`config.mk`:
```
export PLATFORM = sky130hd
export DESIGN_NAME = cmsr_regs
export DESIGN_NICKNAME = d
export VERILOG_FILES = /design/src/verilog/cmsr_pkg.sv /design/src/verilog/cmsr_los_decode.sv /design/src/verilog/cmsr_regs.sv
export VERILOG_INCLUDE_DIRS = /design/src /design/src/verilog
export SDC_FILE = /design/constraint.sdc
export NUM_CORES = 1
export LEC_CHECK = 0
export ABC_CLOCK_PERIOD_IN_PS = 1380
export BUFFER_PORTS_ARGS = -buffer_cell sky130_fd_sc_hd__buf_2
export CAP_MARGIN = 20
export CORE_ASPECT_RATIO = 1.25
export CORE_MARGIN = 3
export CORE_UTILIZATION = 34
export CTS_CLUSTER_SIZE = 24
export DETAILED_ROUTE_END_ITERATION = 7
export MAX_ROUTING_LAYER = met4
export SYNTH_ARGS = -nofsm -noshare
export SYNTH_HDL_FRONTEND = slang
export SYNTH_SLANG_ARGS = --single-unit
```
`constraint.sdc`:
```
create_clock -name mclk_in -period 1.38 [get_ports mclk_in]
set_input_delay 0.345 -clock mclk_in [delete_from_list [all_inputs] [get_ports mclk_in]]
set_output_delay 0.345 -clock mclk_in [all_outputs]
set_load 0.01 [all_outputs]
```
`src/verilog/cmsr_cfg.svh`:
```
`ifndef CMSR_CFG_SVH
`define CMSR_CFG_SVH

// ==========================================================================
// register offsets
`define CMSR_ADDR_SEL_HIGH     8'h8A
`define CMSR_ADDR_SEL_LOW_EN   8'h8B
`define CMSR_ADDR_SKEW1        8'h8C
`define CMSR_ADDR_SKEW2        8'h8D
`define CMSR_ADDR_SKEW3        8'h8E
`define CMSR_ADDR_SKEW4        8'h8F

// ==========================================================================
// field positions
`define CMSR_SEL_HIGH_LSB      0
`define CMSR_SEL_LOW_LSB       4
`define CMSR_OFS_EN_LSB        0

// ==========================================================================
// reset values
`define CMSR_RST_SEL_HIGH      4'hF
`define CMSR_RST_SEL_LOW_EN    8'hFF
`define CMSR_RST_SKEW1         8'h00
`define CMSR_RST_SKEW2         8'h01
`define CMSR_RST_SKEW3         8'h00
`define CMSR_RST_SKEW4         8'h00
`define CMSR_RSVD_HIGH         4'h0
`define CMSR_RD_UNMAPPED       8'h00

// ==========================================================================
// loss monitor timing, in reference clock periods
`define CMSR_WIN_FULL          16'h0010
`define CMSR_WIN_REDUCED       16'h0100
`define CMSR_THR_FULL          4'h1
`define CMSR_THR_REDUCED       4'h4
`define CMSR_WIN_OFF           16'h0000
`define CMSR_THR_OFF           4'h0

`endif

```
`src/verilog/cmsr_pkg.sv`:
```
package cmsr_pkg;

  // ========================================================================
  // loss monitor select codes
  typedef enum logic [1:0] {
    CMSR_LOS_OFF      = 2'h0,
    CMSR_LOS_RESERVED = 2'h1,
    CMSR_LOS_REDUCED  = 2'h2,
    CMSR_LOS_FULL     = 2'h3
  } cmsr_los_mode_t;

  // ========================================================================
  // per-input loss monitor setup
  typedef struct packed {
    cmsr_los_mode_t mode;
    logic           active;
    logic [15:0]    window;
    logic [3:0]     threshold;
  } cmsr_mon_cfg_t;

  // ========================================================================
  // output phase skews
  typedef struct packed {
    logic signed [7:0] out4;
    logic signed [7:0] out3;
    logic signed [7:0] out2;
    logic signed [7:0] out1;
  } cmsr_skew_t;

  // ========================================================================
  // register bank state
  typedef struct packed {
    logic [3:0] sel_high;
    logic [7:0] sel_low_en;
    cmsr_skew_t skew;
    logic [7:0] rdata;
    logic       rvalid;
  } cmsr_state_t;

endpackage : cmsr_pkg

```
`src/verilog/cmsr_los_decode.sv`:
```
`timescale 1ns/1ns
`include "cmsr_cfg.svh"

module cmsr_los_decode
(
  input  wire logic          sel_high_in,
  input  wire logic          sel_low_in,
  output cmsr_pkg::cmsr_mon_cfg_t cfg_out
);

  // ========================================================================
  // select decode
  always_comb
  begin
    cfg_out = '0;
    unique case ({sel_high_in, sel_low_in})
      2'b11:
      begin
        cfg_out.mode      = cmsr_pkg::CMSR_LOS_FULL;
        cfg_out.active    = 1'b1;
        cfg_out.window    = `CMSR_WIN_FULL;
        cfg_out.threshold = `CMSR_THR_FULL;
      end
      2'b10:
      begin
        cfg_out.mode      = cmsr_pkg::CMSR_LOS_REDUCED;
        cfg_out.active    = 1'b1;
        cfg_out.window    = `CMSR_WIN_REDUCED;
        cfg_out.threshold = `CMSR_THR_REDUCED;
      end
      2'b01:
      begin
        cfg_out.mode      = cmsr_pkg::CMSR_LOS_RESERVED;
        cfg_out.active    = 1'b0;
        cfg_out.window    = `CMSR_WIN_OFF;
        cfg_out.threshold = `CMSR_THR_OFF;
      end
      2'b00:
      begin
        cfg_out.mode      = cmsr_pkg::CMSR_LOS_OFF;
        cfg_out.active    = 1'b0;
        cfg_out.window    = `CMSR_WIN_OFF;
        cfg_out.threshold = `CMSR_THR_OFF;
      end
    endcase
  end

endmodule : cmsr_los_decode

```
`src/verilog/cmsr_regs.sv`:
```
`timescale 1ns/1ns
`include "cmsr_cfg.svh"

module cmsr_regs
#(
  parameter int NUM_INPUTS = 4
)
(
  input  wire logic                    mclk_in,
  input  wire logic                    nrst_in,
  input  wire logic [7:0]              reg_addr_in,
  input  wire logic                    reg_wr_in,
  input  wire logic                    reg_rd_in,
  input  wire logic [7:0]              reg_wdata_in,
  output logic      [7:0]              reg_rdata_out,
  output logic                         reg_rvalid_out,
  output cmsr_pkg::cmsr_mon_cfg_t [NUM_INPUTS-1:0] loss_cfg_out,
  output logic      [NUM_INPUTS-1:0]   offset_monitor_enable_out,
  output cmsr_pkg::cmsr_skew_t         phase_skew_out
);

  cmsr_pkg::cmsr_state_t st_r;
  cmsr_pkg::cmsr_state_t st_nxt;

  // ========================================================================
  // read mux
  function automatic logic [7:0] read_word
  (
    input logic [7:0]            addr,
    input cmsr_pkg::cmsr_state_t s
  );
    logic [7:0] d;
    d = `CMSR_RD_UNMAPPED;
    unique case (addr)
      `CMSR_ADDR_SEL_HIGH:   d = {`CMSR_RSVD_HIGH, s.sel_high};
      `CMSR_ADDR_SEL_LOW_EN: d = s.sel_low_en;
      `CMSR_ADDR_SKEW1:      d = s.skew.out1;
      `CMSR_ADDR_SKEW2:      d = s.skew.out2;
      `CMSR_ADDR_SKEW3:      d = s.skew.out3;
      `CMSR_ADDR_SKEW4:      d = s.skew.out4;
      default:               d = `CMSR_RD_UNMAPPED;
    endcase
    return d;
  endfunction : read_word

  // ========================================================================
  // next state
  always_comb
  begin
    st_nxt        = st_r;
    st_nxt.rvalid = reg_rd_in;
    if (reg_rd_in)
    begin
      st_nxt.rdata = read_word(reg_addr_in, st_r);
    end
    if (reg_wr_in)
    begin
      unique case (reg_addr_in)
        `CMSR_ADDR_SEL_HIGH:   st_nxt.sel_high   = reg_wdata_in[3:0];
        `CMSR_ADDR_SEL_LOW_EN: st_nxt.sel_low_en = reg_wdata_in;
        `CMSR_ADDR_SKEW1:      st_nxt.skew.out1  = reg_wdata_in;
        `CMSR_ADDR_SKEW2:      st_nxt.skew.out2  = reg_wdata_in;
        `CMSR_ADDR_SKEW3:      st_nxt.skew.out3  = reg_wdata_in;
        `CMSR_ADDR_SKEW4:      st_nxt.skew.out4  = reg_wdata_in;
        default:               st_nxt.rvalid     = st_nxt.rvalid;
      endcase
    end
  end

  // ========================================================================
  // state register
  always_ff @(posedge mclk_in or negedge nrst_in)
  begin
    if (!nrst_in)
    begin
      st_r            <= '0;
      st_r.sel_high   <= `CMSR_RST_SEL_HIGH;
      st_r.sel_low_en <= `CMSR_RST_SEL_LOW_EN;
      st_r.skew.out1  <= `CMSR_RST_SKEW1;
      st_r.skew.out2  <= `CMSR_RST_SKEW2;
      st_r.skew.out3  <= `CMSR_RST_SKEW3;
      st_r.skew.out4  <= `CMSR_RST_SKEW4;
    end
    else
    begin
      st_r <= st_nxt;
    end
  end

  // ========================================================================
  // per-input monitor setup
  for (genvar i = 0; i < NUM_INPUTS; i++)
  begin : g_input
    cmsr_los_decode u_dec
    (
      .sel_high_in (st_r.sel_high[`CMSR_SEL_HIGH_LSB + i]),
      .sel_low_in  (st_r.sel_low_en[`CMSR_SEL_LOW_LSB + i]),
      .cfg_out     (loss_cfg_out[i])
    );
    assign offset_monitor_enable_out[i] =
      st_r.sel_low_en[`CMSR_OFS_EN_LSB + i];
  end

  // ========================================================================
  // outputs
  assign reg_rdata_out  = st_r.rdata;
  assign reg_rvalid_out = st_r.rvalid;
  assign phase_skew_out = st_r.skew;

endmodule : cmsr_regs

```
[Word level (Yosys, flattened, before mapping)]
Index checks and enable logic that the tools add are counted.
Word-level totals
  bits in registers: 53
  bits in latches: 0
  bits in writable memories: 0
  ROM bits: 0
  input bits: 20
  output and inout port bits: 137
  logic and storage cells: 41
  memories: 0
Cells by class
  add/subtract/negate cells: 0
  $mul: 0
  divide/modulo/power cells: 0
  order comparisons: 0
  eq/ne operators: 18
  shifts and indexed selects: 0
  mux-type cells: 5
  bitwise operators: 0
  reduce and logical (&&, ||, !) cells: 10
Operators with widths (number)
  $pmux W23 S4: 4
  $eq A8 B8 Y1 const B: 6
  $pmux W8 S6: 1
  $eq A2 B2 Y1 const B: 8
  $reduce_and A2 Y1: 6
  $eq A2 B1 Y1 const B: 4
  $logic_not A2 Y1: 4

[Depth between registers and ports, before layout]
Gate-level depths: netlist (run 1).
  word-level depth: 2
  depth in mapped cells: 5
  gate-level depth less buffers: 3

[Modules after synthesis]
From an unflattened synthesis (run 1), not the netlist that was laid out.
Second synthesis, totals
  cells, all modules: 319
  area total of the unflattened synthesis: 3454.6 um2
By module, submodules not included
  cmsr_regs: instances 1, cells each 223, area an instance 2773.9 um2, sequential area each 1342.5 um2
  cmsr_los_decode: instances 4, cells each 24, area an instance 170.2 um2, sequential area each 0.0 um2

[Least setup slack after synthesis (run 1)]
OpenSTA, ideal clock, no wires.
  path type: input to register
  start point: input reg_addr_in[4]
  end point: register st_r (netlist bit phase_skew_out[10])
  library setup time: 0.125 ns
  arrival: 1.483 ns
  required time: 1.255 ns
  slack: -0.228 ns
  cell stages on the path: 3
  path buffers: 0
  path through: or3b_4 nor3_4 mux2_2
Between the ends
  cells in the longest elaborated chain, start to end: 2
RTL lines
  start, declared: RTL line cmsr_regs.sv:11  | input wire logic [7:0] reg_addr_in,
  $eq A8 B8 Y1: RTL line cmsr_regs.sv:58  | unique case (reg_addr_in)
  $reduce_and A2 Y1 (no source line)
  end signal, assigned: RTL line cmsr_regs.sv:86  | st_r <= st_nxt;
  end, declared: RTL line cmsr_regs.sv:22  | cmsr_pkg::cmsr_state_t st_r;
Every way passes these cells.
A chain may end at the register's enable or synchronous reset.

==> results of run 1 <==
## cell families (layout without fill, tap and decap cells)
group                  count (synthesis)  in the layout  synth area share (%)
buffers and inverters                 99            149                  21.3
muxes                                 64             64                  23.2
DFF                                   53             53                  43.2
and+or+nand+nor                       30             30                  7.85
AOI/OAI and AO/OA                     16             16                  4.35
other                                  1             64                 0.121
## Yosys cell counts, types with 2 or more instances
cell type / number
sky130_fd_sc_hd__clkbuf_1: 12
sky130_fd_sc_hd__dfstp_2: 13
sky130_fd_sc_hd__nand3_1: 2
sky130_fd_sc_hd__dfrtp_1: 40
sky130_fd_sc_hd__nor3_4: 3
sky130_fd_sc_hd__nand4_1: 4
sky130_fd_sc_hd__nand3_2: 2
sky130_fd_sc_hd__nand3b_1: 3
sky130_fd_sc_hd__o221ai_1: 4
sky130_fd_sc_hd__mux2_2: 63
sky130_fd_sc_hd__o22ai_1: 4
sky130_fd_sc_hd__a32oi_1: 4
sky130_fd_sc_hd__buf_2: 3
sky130_fd_sc_hd__nor2b_1: 6
sky130_fd_sc_hd__inv_1: 8
sky130_fd_sc_hd__a222oi_1: 4
sky130_fd_sc_hd__buf_4: 76
sky130_fd_sc_hd__and2_1: 5
## placed cells by master, fill, tap and decap left out, types with 2 or more instances in the layout
master / synthesis / routed
sky130_fd_sc_hd__buf_2: 3 / 68
sky130_fd_sc_hd__conb_1: 1 / 64
sky130_fd_sc_hd__nand3_1: 2 / 2
sky130_fd_sc_hd__dfstp_2: 13 / 13
sky130_fd_sc_hd__inv_1: 8 / 8
sky130_fd_sc_hd__clkbuf_8: 0 / 6
sky130_fd_sc_hd__nand3_2: 2 / 2
sky130_fd_sc_hd__buf_12: 0 / 3
sky130_fd_sc_hd__dfrtp_1: 40 / 40
sky130_fd_sc_hd__mux2_4: 0 / 11
sky130_fd_sc_hd__buf_6: 0 / 28
sky130_fd_sc_hd__a32oi_1: 4 / 4
sky130_fd_sc_hd__nor3_4: 3 / 3
sky130_fd_sc_hd__nand3b_1: 3 / 3
sky130_fd_sc_hd__o22ai_1: 4 / 4
sky130_fd_sc_hd__and2_4: 0 / 3
sky130_fd_sc_hd__mux2_2: 63 / 52
sky130_fd_sc_hd__nand4_1: 4 / 4
sky130_fd_sc_hd__o221ai_1: 4 / 4
sky130_fd_sc_hd__a222oi_1: 4 / 4
sky130_fd_sc_hd__and2_1: 5 / 2
sky130_fd_sc_hd__buf_4: 76 / 34
sky130_fd_sc_hd__nor2b_4: 0 / 4
## worst max-delay path, stage by stage, from the launching register on
cell	delay, ns
sky130_fd_sc_hd__dfstp_2	0.60
sky130_fd_sc_hd__nor2b_4	0.16
sky130_fd_sc_hd__buf_2	0.13
## registers in the layout, summed over array words and instances, names as in the netlist
signal and count:
reg_rdata_out 8, phase_skew_out 32, reg_rvalid_out 1, offset_monitor_enable_out 4, st_r 8
## layer usage
| metal | vias up | track usage [%] | wire (um) |
|---|---|---|---|
| met3 | 12 | 3.72 | 512 |
| li1 | 1003 | - | - |
| met5 | - | - | 0 |
| met4 | 0 | 4.93 | 126 |
| met1 | 1062 | 17.6 | 3040 |
| met2 | 102 | 24.2 | 4010 |
## worst paths after layout
kind	depth (start not counted)	slack [ns]	end	start
max in group asynchronous	2	1.06	phase_skew_out[8]	nrst_in
max reg2reg	4	0.02	reg_rdata_out[0]	st_r[49]
min reg2reg	2	0.53	reg_rdata_out[1]	reg_rdata_out[1]
min	2	0.02	phase_skew_out[5]	nrst_in
min in group mclk_in	2	0.32	phase_skew_out[4]	reg_wdata_in[4]
max	2	-0.17	loss_cfg_out[71]	st_r[52]
## power groups by stage
| stage | combinational, mW | sequential (mW) | clock [mW] |
|---|---|---|---|
| 6_report | 0.598 | 1.69 | 1.12 |
| 3_5_place_dp | 0.522 | 1.71 | 0 |
| 2_1_floorplan | 0.415 | 1.73 | 0 |
| 5_1_grt | 0.649 | 1.70 | 1.22 |
| 4_1_cts | 0.551 | 1.69 | 1.14 |
| 3_3_place_gp | 0.518 | 1.71 | 0 |
## area by class of cell
type                            count  area share (%)
Inverter                            8           0.743
Multi-Input combinational cell    174            35.3
Sequential cell                    53            33.2
Tap cell                          120            3.72
Clock buffer                        6            2.04
Clock inverter                      2           0.929
Timing Repair Buffer              133            24.0
## metrics by stage
| stage | hold slack [ns] | power (mW) | TNS, ns |
|---|---|---|---|
| final | 0.0171 | 3.40 | -2.83 |
| after global routing | 0.0280 | 3.57 | -4.34 |
| after CTS | 0.0196 | 3.38 | -2.65 |
| after detailed placement | 0.363 | 2.24 | -11.71 |
| after global placement | 0.360 | 2.23 | -11.41 |
| after floorplan | 0.0494 | 2.14 | -3.59 |
## what timing repair did
action | CTS | global route
gates cloned | 0 | 0
resized for setup | 13 | 37
pin swaps | 2 | 3
endpoints found under the setup margin | 28 | 44
hold buffers | 0 | 0
setup buffers | 6 | 5
==> impl_summary.md, run 1 <==
Yosys
Summed over all instances, the cell type with the most area after synthesis is sky130_fd_sc_hd__dfrtp_1. The cell area that synthesis handed to floorplanning was 3110 um^2. The average cell area after synthesis is 11.8 um^2.

Counting every instance in the synthesized netlist gives 263. After synthesis the netlist holds a flip-flop and latch count of 53. The share of the yosys chip area belonging to registers is 43.2%. In this run the biggest area consumer among cell types represents 32.2% of the synthesized area. The count of unique library cells instantiated by Yosys is 25. The most used flip-flop cell after synthesis is sky130_fd_sc_hd__dfrtp_1. The number of flops mapped to enable cells by yosys is 0.

Sorting the synthesized cells by area gives the leading types as sky130_fd_sc_hd__dfrtp_1 (32%), sky130_fd_sc_hd__mux2_2 (23%), sky130_fd_sc_hd__buf_4 (18%). For this run, the number of Yosys warnings is 0. In the synthesized netlist the async set-or-reset flop fraction comes to 100%.

Global route
Global routing consumed, over all layers together, 14.7% of the routing resources. Entering global routing, the biggest net connects 54 pins. The number of antenna violations at the first check in global routing is 0. The via count of the first global-routing pass is 2117. The wire length of the first global-routing pass is 11400 um. The total grt overflow is 0.

Power
The register share of total power is 49.6%. VDD sags by at most 0.495 mV. The switching power share of the total is 26.5%. The power density over cell area is 842 nW/um^2. The leakage power is 2.16 nW. The net switching power is 0.903 mW. The cell internal power dissipation is 2.50 mW. The combinational group share of total power is 17.6%. The clock network power share is 32.9%.

Clock network
The maximum clock insertion buffer count is 2. The number of sinks on the clock net is 53. The CTS tree is built. Clock tree synthesis inserted a total of 5 buffers. The root buffer cell chosen for the clock tree is sky130_fd_sc_hd__clkbuf_8. The H-tree level count is 2. The source-to-sink clock delay at the later pin of the worst-skew pair is 0.31 ns. The clock transition at the registers of the reported paths is 0.10 ns.

Place
The placed instances occupy a cell area of 3600 um^2. The wire-length estimate of the detail-placed layout is 5820 um. The global placement routability congestion is 0.759. Including well taps, the total number of placed cells is 477. The worst-case setup slack after placement is -0.321 ns.

The count of buffers from port buffering is 92.

STA
The number of hold violations in the final report was 0. The clock skew after layout is 0.0119 ns. Across all setup checks in the final design, the least slack found is -0.169 ns. After layout, the worst path uses 112% of the clock period. The highest achievable clock rate is 646 MHz.

The number of max-slew violations in the final report is 0. Setup violations remaining at the end of the flow were counted as 26. The worst path in the final design needs a cycle of 1.55 ns, including I/O delays and setup. Setup repair after global routing could not meet its margin everywhere.

Detailed routing
The total number of vias is 2179. The total wire length is 7690 um. The DRC violation total after the first TritonRoute iteration is 106. In the routed design, unresolved DRC markers number 0.

The number of nets with antenna violations after routing is 0. The average routed wire per standard cell is 15.5 um. The detailed-router iteration count before antenna repair is 4. Using the TritonRoute via totals, the vias-per-cell ratio works out to 4.39.

Cells and area
The multi-input combinational cells in the finished layout cover a total of 1430 um^2. 0 antenna diodes ended up in the layout. Registers take 1340 um^2. The share of layout cells above drive strength 1 is 62.0%. After filler insertion, the fill cell instance count of the layout stands at 844. The final layout net count is 395. Relative to the synthesized area, the layout overhead comes to 30.1%. For this run, the share of the core covered by cells in the final layout is 45.9%. After routing the design area is 4040 um^2.

Leaving out filler cells and counting taps, the final layout contains 496.

Worst setup path
The nature of the critical path startpoint is a register. The largest fanout on the critical path is 6. The type of the worst setup path is register to output port.

The endpoint type of the worst setup path is an output port. The signal arrival time at the worst endpoint is 1.20 ns. Data on the critical path is required at its endpoint by 1.03 ns.

Floorplan
The floorplan step set the die width to 91.5 um. Once the floorplan was initialized, standard cells occupied 35.3% of the core. The number of ports placed on the die boundary is 157. The floorplan has 38 rows. The core region area is 8800 um^2. The area enclosed by the die boundary is 10300 um^2. In this run the vertical extent of the chip is 113 um.

Status
The run finished, with violations left. The checks that failed: setup timing.

Worst hold path
In this run the worst hold path is classified as input pin to asynchronous set/reset pin.

Job
The tool flagged a number of max-cap violations equal to 0.
No activity file was read; power rests on OpenSTA's default activity.
==> inputs of run 2 (changes only) <==
CTS_BUF_LIST = sky130_fd_sc_hd__clkbuf_16   (was default)
==> impl_summary.md, run 2 (synthesis gave the netlist of run 1 again) <==
STA
The total negative slack for setup checks is -1.71 ns. Setup repair after global routing could not meet its margin everywhere. The final worst-path setup slack is -0.128 ns. The number of hold violations in the final report is 0. The final critical path takes up 109% of the cycle. Setup violations remaining at the end of the flow were counted as 16. The number of max-slew violations in the final report was 0. The minimum period implied by the final worst setup slack is 1.51 ns. The highest achievable clock rate is 663 MHz. The clock arrives with 0.00720 ns of skew.

Floorplan
The placement row count is 38. The die covers 10300 um^2. After floorplanning, the core was sized to cover 8800 um^2. The x dimension of the die is 91.5 um. Once the floorplan was initialized, standard cells occupied 35.3% of the core.

The die extent in y is 113 um. 157 I/O pins were placed.

Status
The final reports fail on setup timing. The run finished, with violations left.

Cells and area
For this run, the share of the core covered by cells in the final layout is 45.9%. In the layout the commonest cells are sky130_fd_sc_hd__buf_2 (78), sky130_fd_sc_hd__conb_1 (64), sky130_fd_sc_hd__mux2_2 (46). The most common library cell in the layout ignoring fill and taps is sky130_fd_sc_hd__buf_2. Summing all multi-input logic gate instances after layout gives 1440 um^2. The count of fill cells added during filler insertion is 830.

The number of antenna diodes in the final layout is 0. The area added between synthesis and finish is 29.9%. The final layout net count is 393.

Of the cells placed in the final design, the portion with a size suffix greater than 1 is 61.2%. The number of flip-flops under the largest register name is 32. The sequential cell area in the final layout is 1340 um^2.

Power
Dividing total power by cell area gives a power density of 909 nW/um^2. In this run the static leakage power is 2.17 nW. After layout, the design draws a total of 3.67 mW.

The largest vdd supply drop is 0.531 mV.

Worst setup path
The signal arrival time at the worst endpoint is 1.16 ns. The largest fanout on the critical path is 5. At the worst endpoint, the required time is 1.03 ns. The internal reg-to-reg setup slack is 0.01 ns. The count of buffer and inverter cells on the critical path is 1. The nature of the critical path startpoint is a register. The critical path's top delay family is flip-flops. The critical path goes through nor2b_4, buf_6. For this design, the slowest cell found on the critical path is sky130_fd_sc_hd__dfstp_2. The worst setup path is of the register to output port kind. The peak per-stage delay on the critical path is 0.58 ns.

STA classifies the critical path endpoint as an output port.

Place
The wire-length estimate of the detail-placed layout is 5820 um. The congestion estimate from routability-driven global placement came to 0.759. The worst-case setup slack after placement is -0.321 ns. Port buffering added 92 buffers.

Global route
Global routing used 14.5% of the available tracks. Global routing finished with a remaining overflow of 0. Entering global routing, the biggest net connects 54 pins. The via count of the first global-routing pass was 2115. The first global-routing pass estimated 11500 um of wire. The number of antenna violations at the first check in global routing is 0.

Clock network
TritonCTS built the clock tree. The number of sinks on the clock net is 53. Clock-pin slew was measured on the worst setup and hold paths at 0.07 ns.

For the worst-skew pair, the clock arrives at the later sink with an insertion delay of 0.29 ns. The cell at the root of the clock tree is sky130_fd_sc_hd__clkbuf_16. The number of clock buffers added by TritonCTS is 5.

The maximum clock insertion buffer count is 2. CTS built an H-tree with a depth of 2. In this run, post-CTS hold repair placed 0 buffers.

Detailed routing
The total DRC errors in the routed layout is 0. Using the TritonRoute via totals, the vias-per-cell ratio works out to 4.37. The count of nets left with antenna violations once routing finished came out at 0. The first routing iteration left 128 violations. The routed design has 7620 um of wire.

The first detailed-routing pass ran for 4 iterations. The total number of vias is 2157. The average routed wire per standard cell is 15.4 um.

Job
The number of violations of the max-capacitance limit is 0.

Worst hold path
The worst hold path belongs to the class input pin to asynchronous set/reset pin.
[run 2: area by class of cell]
class | count | share of cell area [%]
tap | 120 | 3.72
timing repair buffer | 131 | 22.4
multi-input combinational | 174 | 35.7
inverter | 8 | 0.744
clock buffer | 5 | 3.10
clock inverter | 3 | 1.02
sequential | 53 | 33.3
[run 2: metrics by stage]
| step | hold WS, ns | std cells | area (um^2) |
|---|---|---|---|
| global route | 0.0714 | 494 | 4040 |
| CTS | 0.0557 | 492 | 3910 |
| floorplan | 0.0494 | 326 | 3380 |
| detailed placement | 0.363 | 477 | 3600 |
| global placement | 0.360 | 477 | 3600 |
| finish | 0.0439 | 494 | 4040 |
[run 2: power by group]
part	internal, mW	total, mW	switching [mW]
logic	0.266	0.582	0.317
registers	1.63	1.69	0.0541
clock network	0.850	1.40	0.550
[run 2: timing repair]
| item | CTS | global route |
|---|---|---|
| setup buffers | 7 | 2 |
| resized for setup | 22 | 24 |
| endpoints found under the setup margin | 29 | 42 |
| pin swaps | 3 | 3 |
[run 2: path summary, 6_finish.rpt]
check                                       from            endpoint  cells past startpoint
worst max-delay path                    st_r[50]    loss_cfg_out[35]                      2
worst min-delay path                     nrst_in  phase_skew_out[18]                      2
worst max register to register          st_r[49]    reg_rdata_out[0]                      4
worst min register to register  reg_rdata_out[1]    reg_rdata_out[1]                      2
max in group asynchronous                nrst_in   phase_skew_out[8]                      2
min in group mclk_in             reg_wdata_in[4]  phase_skew_out[12]                      2
[run 2: worst register-to-register path, delay by kind of cell, from the launching register on]
kind / cells / cell delay [ns]
buffers and inverters: 1 / 0.14
AOI/OAI and AO/OA: 2 / 0.44
DFF: 1 / 0.39
muxes: 1 / 0.26
[run 2: per-layer routing]
| layer | track usage, % | vias to the layer above | routed length [um] |
|---|---|---|---|
| met5 | - | - | 0 |
| met4 | 3.72 | 0 | 120 |
| met3 | 3.06 | 9 | 490 |
| met2 | 24.4 | 92 | 3990 |
| met1 | 17.8 | 1059 | 3020 |
| li1 | - | 997 | - |
==> inputs of run 3 (changes only) <==
RECOVER_POWER = 25   (was default)
==> impl_summary.md, run 3 (synthesis gave the netlist of run 1 again) <==
Status
The flow ran to the end, but the final reports show violations. The checks that failed: setup timing.

Place
The worst-case setup slack after placement is -0.321 ns. The global placement routability congestion is 0.759. Counting tap cells, the placed design contains a total of 477 instances. The placed cell area is 3600 um^2.

The count of buffers from port buffering is 92. Detailed placement finished with a half-perimeter wire length of 5820 um.

Cells and area
The share of layout cells above drive strength 1 is 61.2%. The post-route cell area is 4020 um^2. The number of antenna cells inserted is 0.

The number of standard cells in the final layout excluding fillers is 494. The register with the most flip-flops in the layout has 32 of them. Fill cells in the final layout number 831. The area of the multi-input gates is 1440 um^2.

In the layout the commonest cells are sky130_fd_sc_hd__buf_2 (78), sky130_fd_sc_hd__conb_1 (64), sky130_fd_sc_hd__mux2_2 (46). The area growth from synthesis to layout is 29.5%. The most common library cell in the layout ignoring fill and taps is sky130_fd_sc_hd__buf_2.

The final layout net count is 393. In the final layout, flip-flops and latches occupy 1340 um^2. The final standard cell utilization of the core is 45.7%.

STA
Measured against its own limit, the worst slew margin works out to 51.5%. The number of max-slew violations in the final report is 0. The minimum period implied by the final worst setup slack is 1.51 ns.

After layout, the worst setup slack is -0.127 ns. The number of hold violations in the final report is 0. Setup repair after global routing could not meet its margin everywhere.

After routing, the total negative slack on setup checks comes to -1.70 ns. Setup violations remaining at the end of the flow were counted as 16. For the final database, setup skew stands at 0.00731 ns. The highest achievable clock rate is 663 MHz. The final cycle utilization of the critical path is 109%. The transition time at the pin with the least slew margin is 0.728 ns.

Worst setup path
The nature of the critical path startpoint is a register. The critical path starts at st_r[50]. The largest fanout on the critical path is 5.

STA puts the critical path data arrival time at 1.16 ns. The endpoint identified for the worst register-to-register timing path is reg_rdata_out[0]. The depth of the worst register-to-register path is 4. The start of the worst register-to-register path is st_r[49]. In this run the register-to-register setup slack is 0.02 ns.

For the worst setup path, the data required time is 1.03 ns. The endpoint type of the worst setup path is an output port. The end point of the critical path is loss_cfg_out[35]. The critical path is of the register to output port type.

Detailed routing
In the routed layout, each cell is associated on average with a via count of 4.35. The average routed wire per standard cell is 15.4 um. The first detailed-routing pass took 4 iterations. In this run, the number of DRC markers left after iteration 0 of detailed routing was 125. The total number of vias is 2149. The total DRC errors in the routed layout is 0. The routed design has 7630 um of wire.

Once detail routing completed, the nets flagged for antenna violations numbered 0.

Global route
Entering global routing, the biggest net connects 54 pins. Summed over all layers, the global routing overflow is 0. The total routing usage reported by global routing is 14.5%. The first global-routing pass estimated 11500 um of wire. The via count of the first global-routing pass is 2115. The number of antenna violations at the first check in global routing is 0.

Power
The largest vdd supply drop is 0.530 mV. In this run the static leakage power is 2.16 nW. The power density over cell area is 910 nW/um^2.

Job
Across the run, the number of max-cap violations was 0.

Floorplan
157 I/O pins were placed. For this configuration, the core starts out at a cell density of 35.3%. Measured along the y axis, the die boundary spans 113 um.

The core region is 8800 um^2. The area enclosed by the die boundary is 10300 um^2. The placement row count is 38. The die is 91.5 um wide.

Clock network
Clock tree synthesis selected as its root buffer the cell sky130_fd_sc_hd__clkbuf_16. The number of sinks on the clock net is 53. The post-cts hold buffer count is 0. The maximum clock insertion buffer count is 2.

Clock-pin slew was measured on the worst setup and hold paths at 0.07 ns. TritonCTS built the clock tree. In this run the number of H-tree levels came out at 2. The source-to-sink clock delay at the later pin of the worst-skew pair is 0.29 ns.

The number of clock buffers added by TritonCTS is 5.

Worst hold path
In this run the worst hold path is classified as input pin to asynchronous set/reset pin.
==> run 3: cell count changes in the layout (fill, tap and decap cells not counted), sizes merged <==
| cell | before | now |
|---|---|---|
| buf | 131 | 130 |
| clkbuf | 5 | 6 |
==> run 3: final cells by class <==
type / count / share of cell area (%)
Tap cell: 120 / 3.73
Timing Repair Buffer: 131 / 22.2
Clock buffer: 5 / 3.11
Clock inverter: 3 / 1.03
Multi-Input combinational cell: 174 / 35.9
Sequential cell: 53 / 33.4
Inverter: 8 / 0.746
==> run 3: worst max-delay path, cell delays in order, from the launching register on <==
cell and delay [ns]:
sky130_fd_sc_hd__dfstp_2 0.58, sky130_fd_sc_hd__nor2b_4 0.18, sky130_fd_sc_hd__buf_6 0.11
==> run 3: how the worst min path moves through the flow <==
stage | start | endpoint | depth (start not counted)
global route | nrst_in | phase_skew_out[17] | 2
detailed placement | nrst_in | phase_skew_out[18] | 2
global placement | nrst_in | phase_skew_out[18] | 2
CTS | nrst_in | phase_skew_out[17] | 2
floorplan | nrst_in | phase_skew_out[0] | 0
finish | nrst_in | phase_skew_out[18] | 2
==> run 3: routing by layer <==
layer	track usage, %	part of all wire (%)	up-vias
met3	3.06	6.4	9
met5	-	0	-
met4	3.72	1.6	0
met1	17.8	39	1046
met2	24.4	53	94
li1	-	-	1000
==> run 3: power breakdown <==
group	internal, mW	switching [mW]	total [mW]
sequential	1.63	0.0539	1.69
combinational	0.261	0.316	0.577
clock	0.850	0.548	1.40
==> run 3: timing repair <==
action / CTS / global route
pin swaps: 3 / 3
setup endpoints to repair: 29 / 42
setup buffers: 7 / 2
resized for setup: 22 / 24
==> run 3: metrics by stage <==
step	total power [mW]	hold slack, ns
2_1_floorplan	2.14	0.0494
3_3_place_gp	2.23	0.360
3_5_place_dp	2.24	0.363
4_1_cts	3.66	0.0557
5_1_grt	3.82	0.294
6_report	3.66	0.224
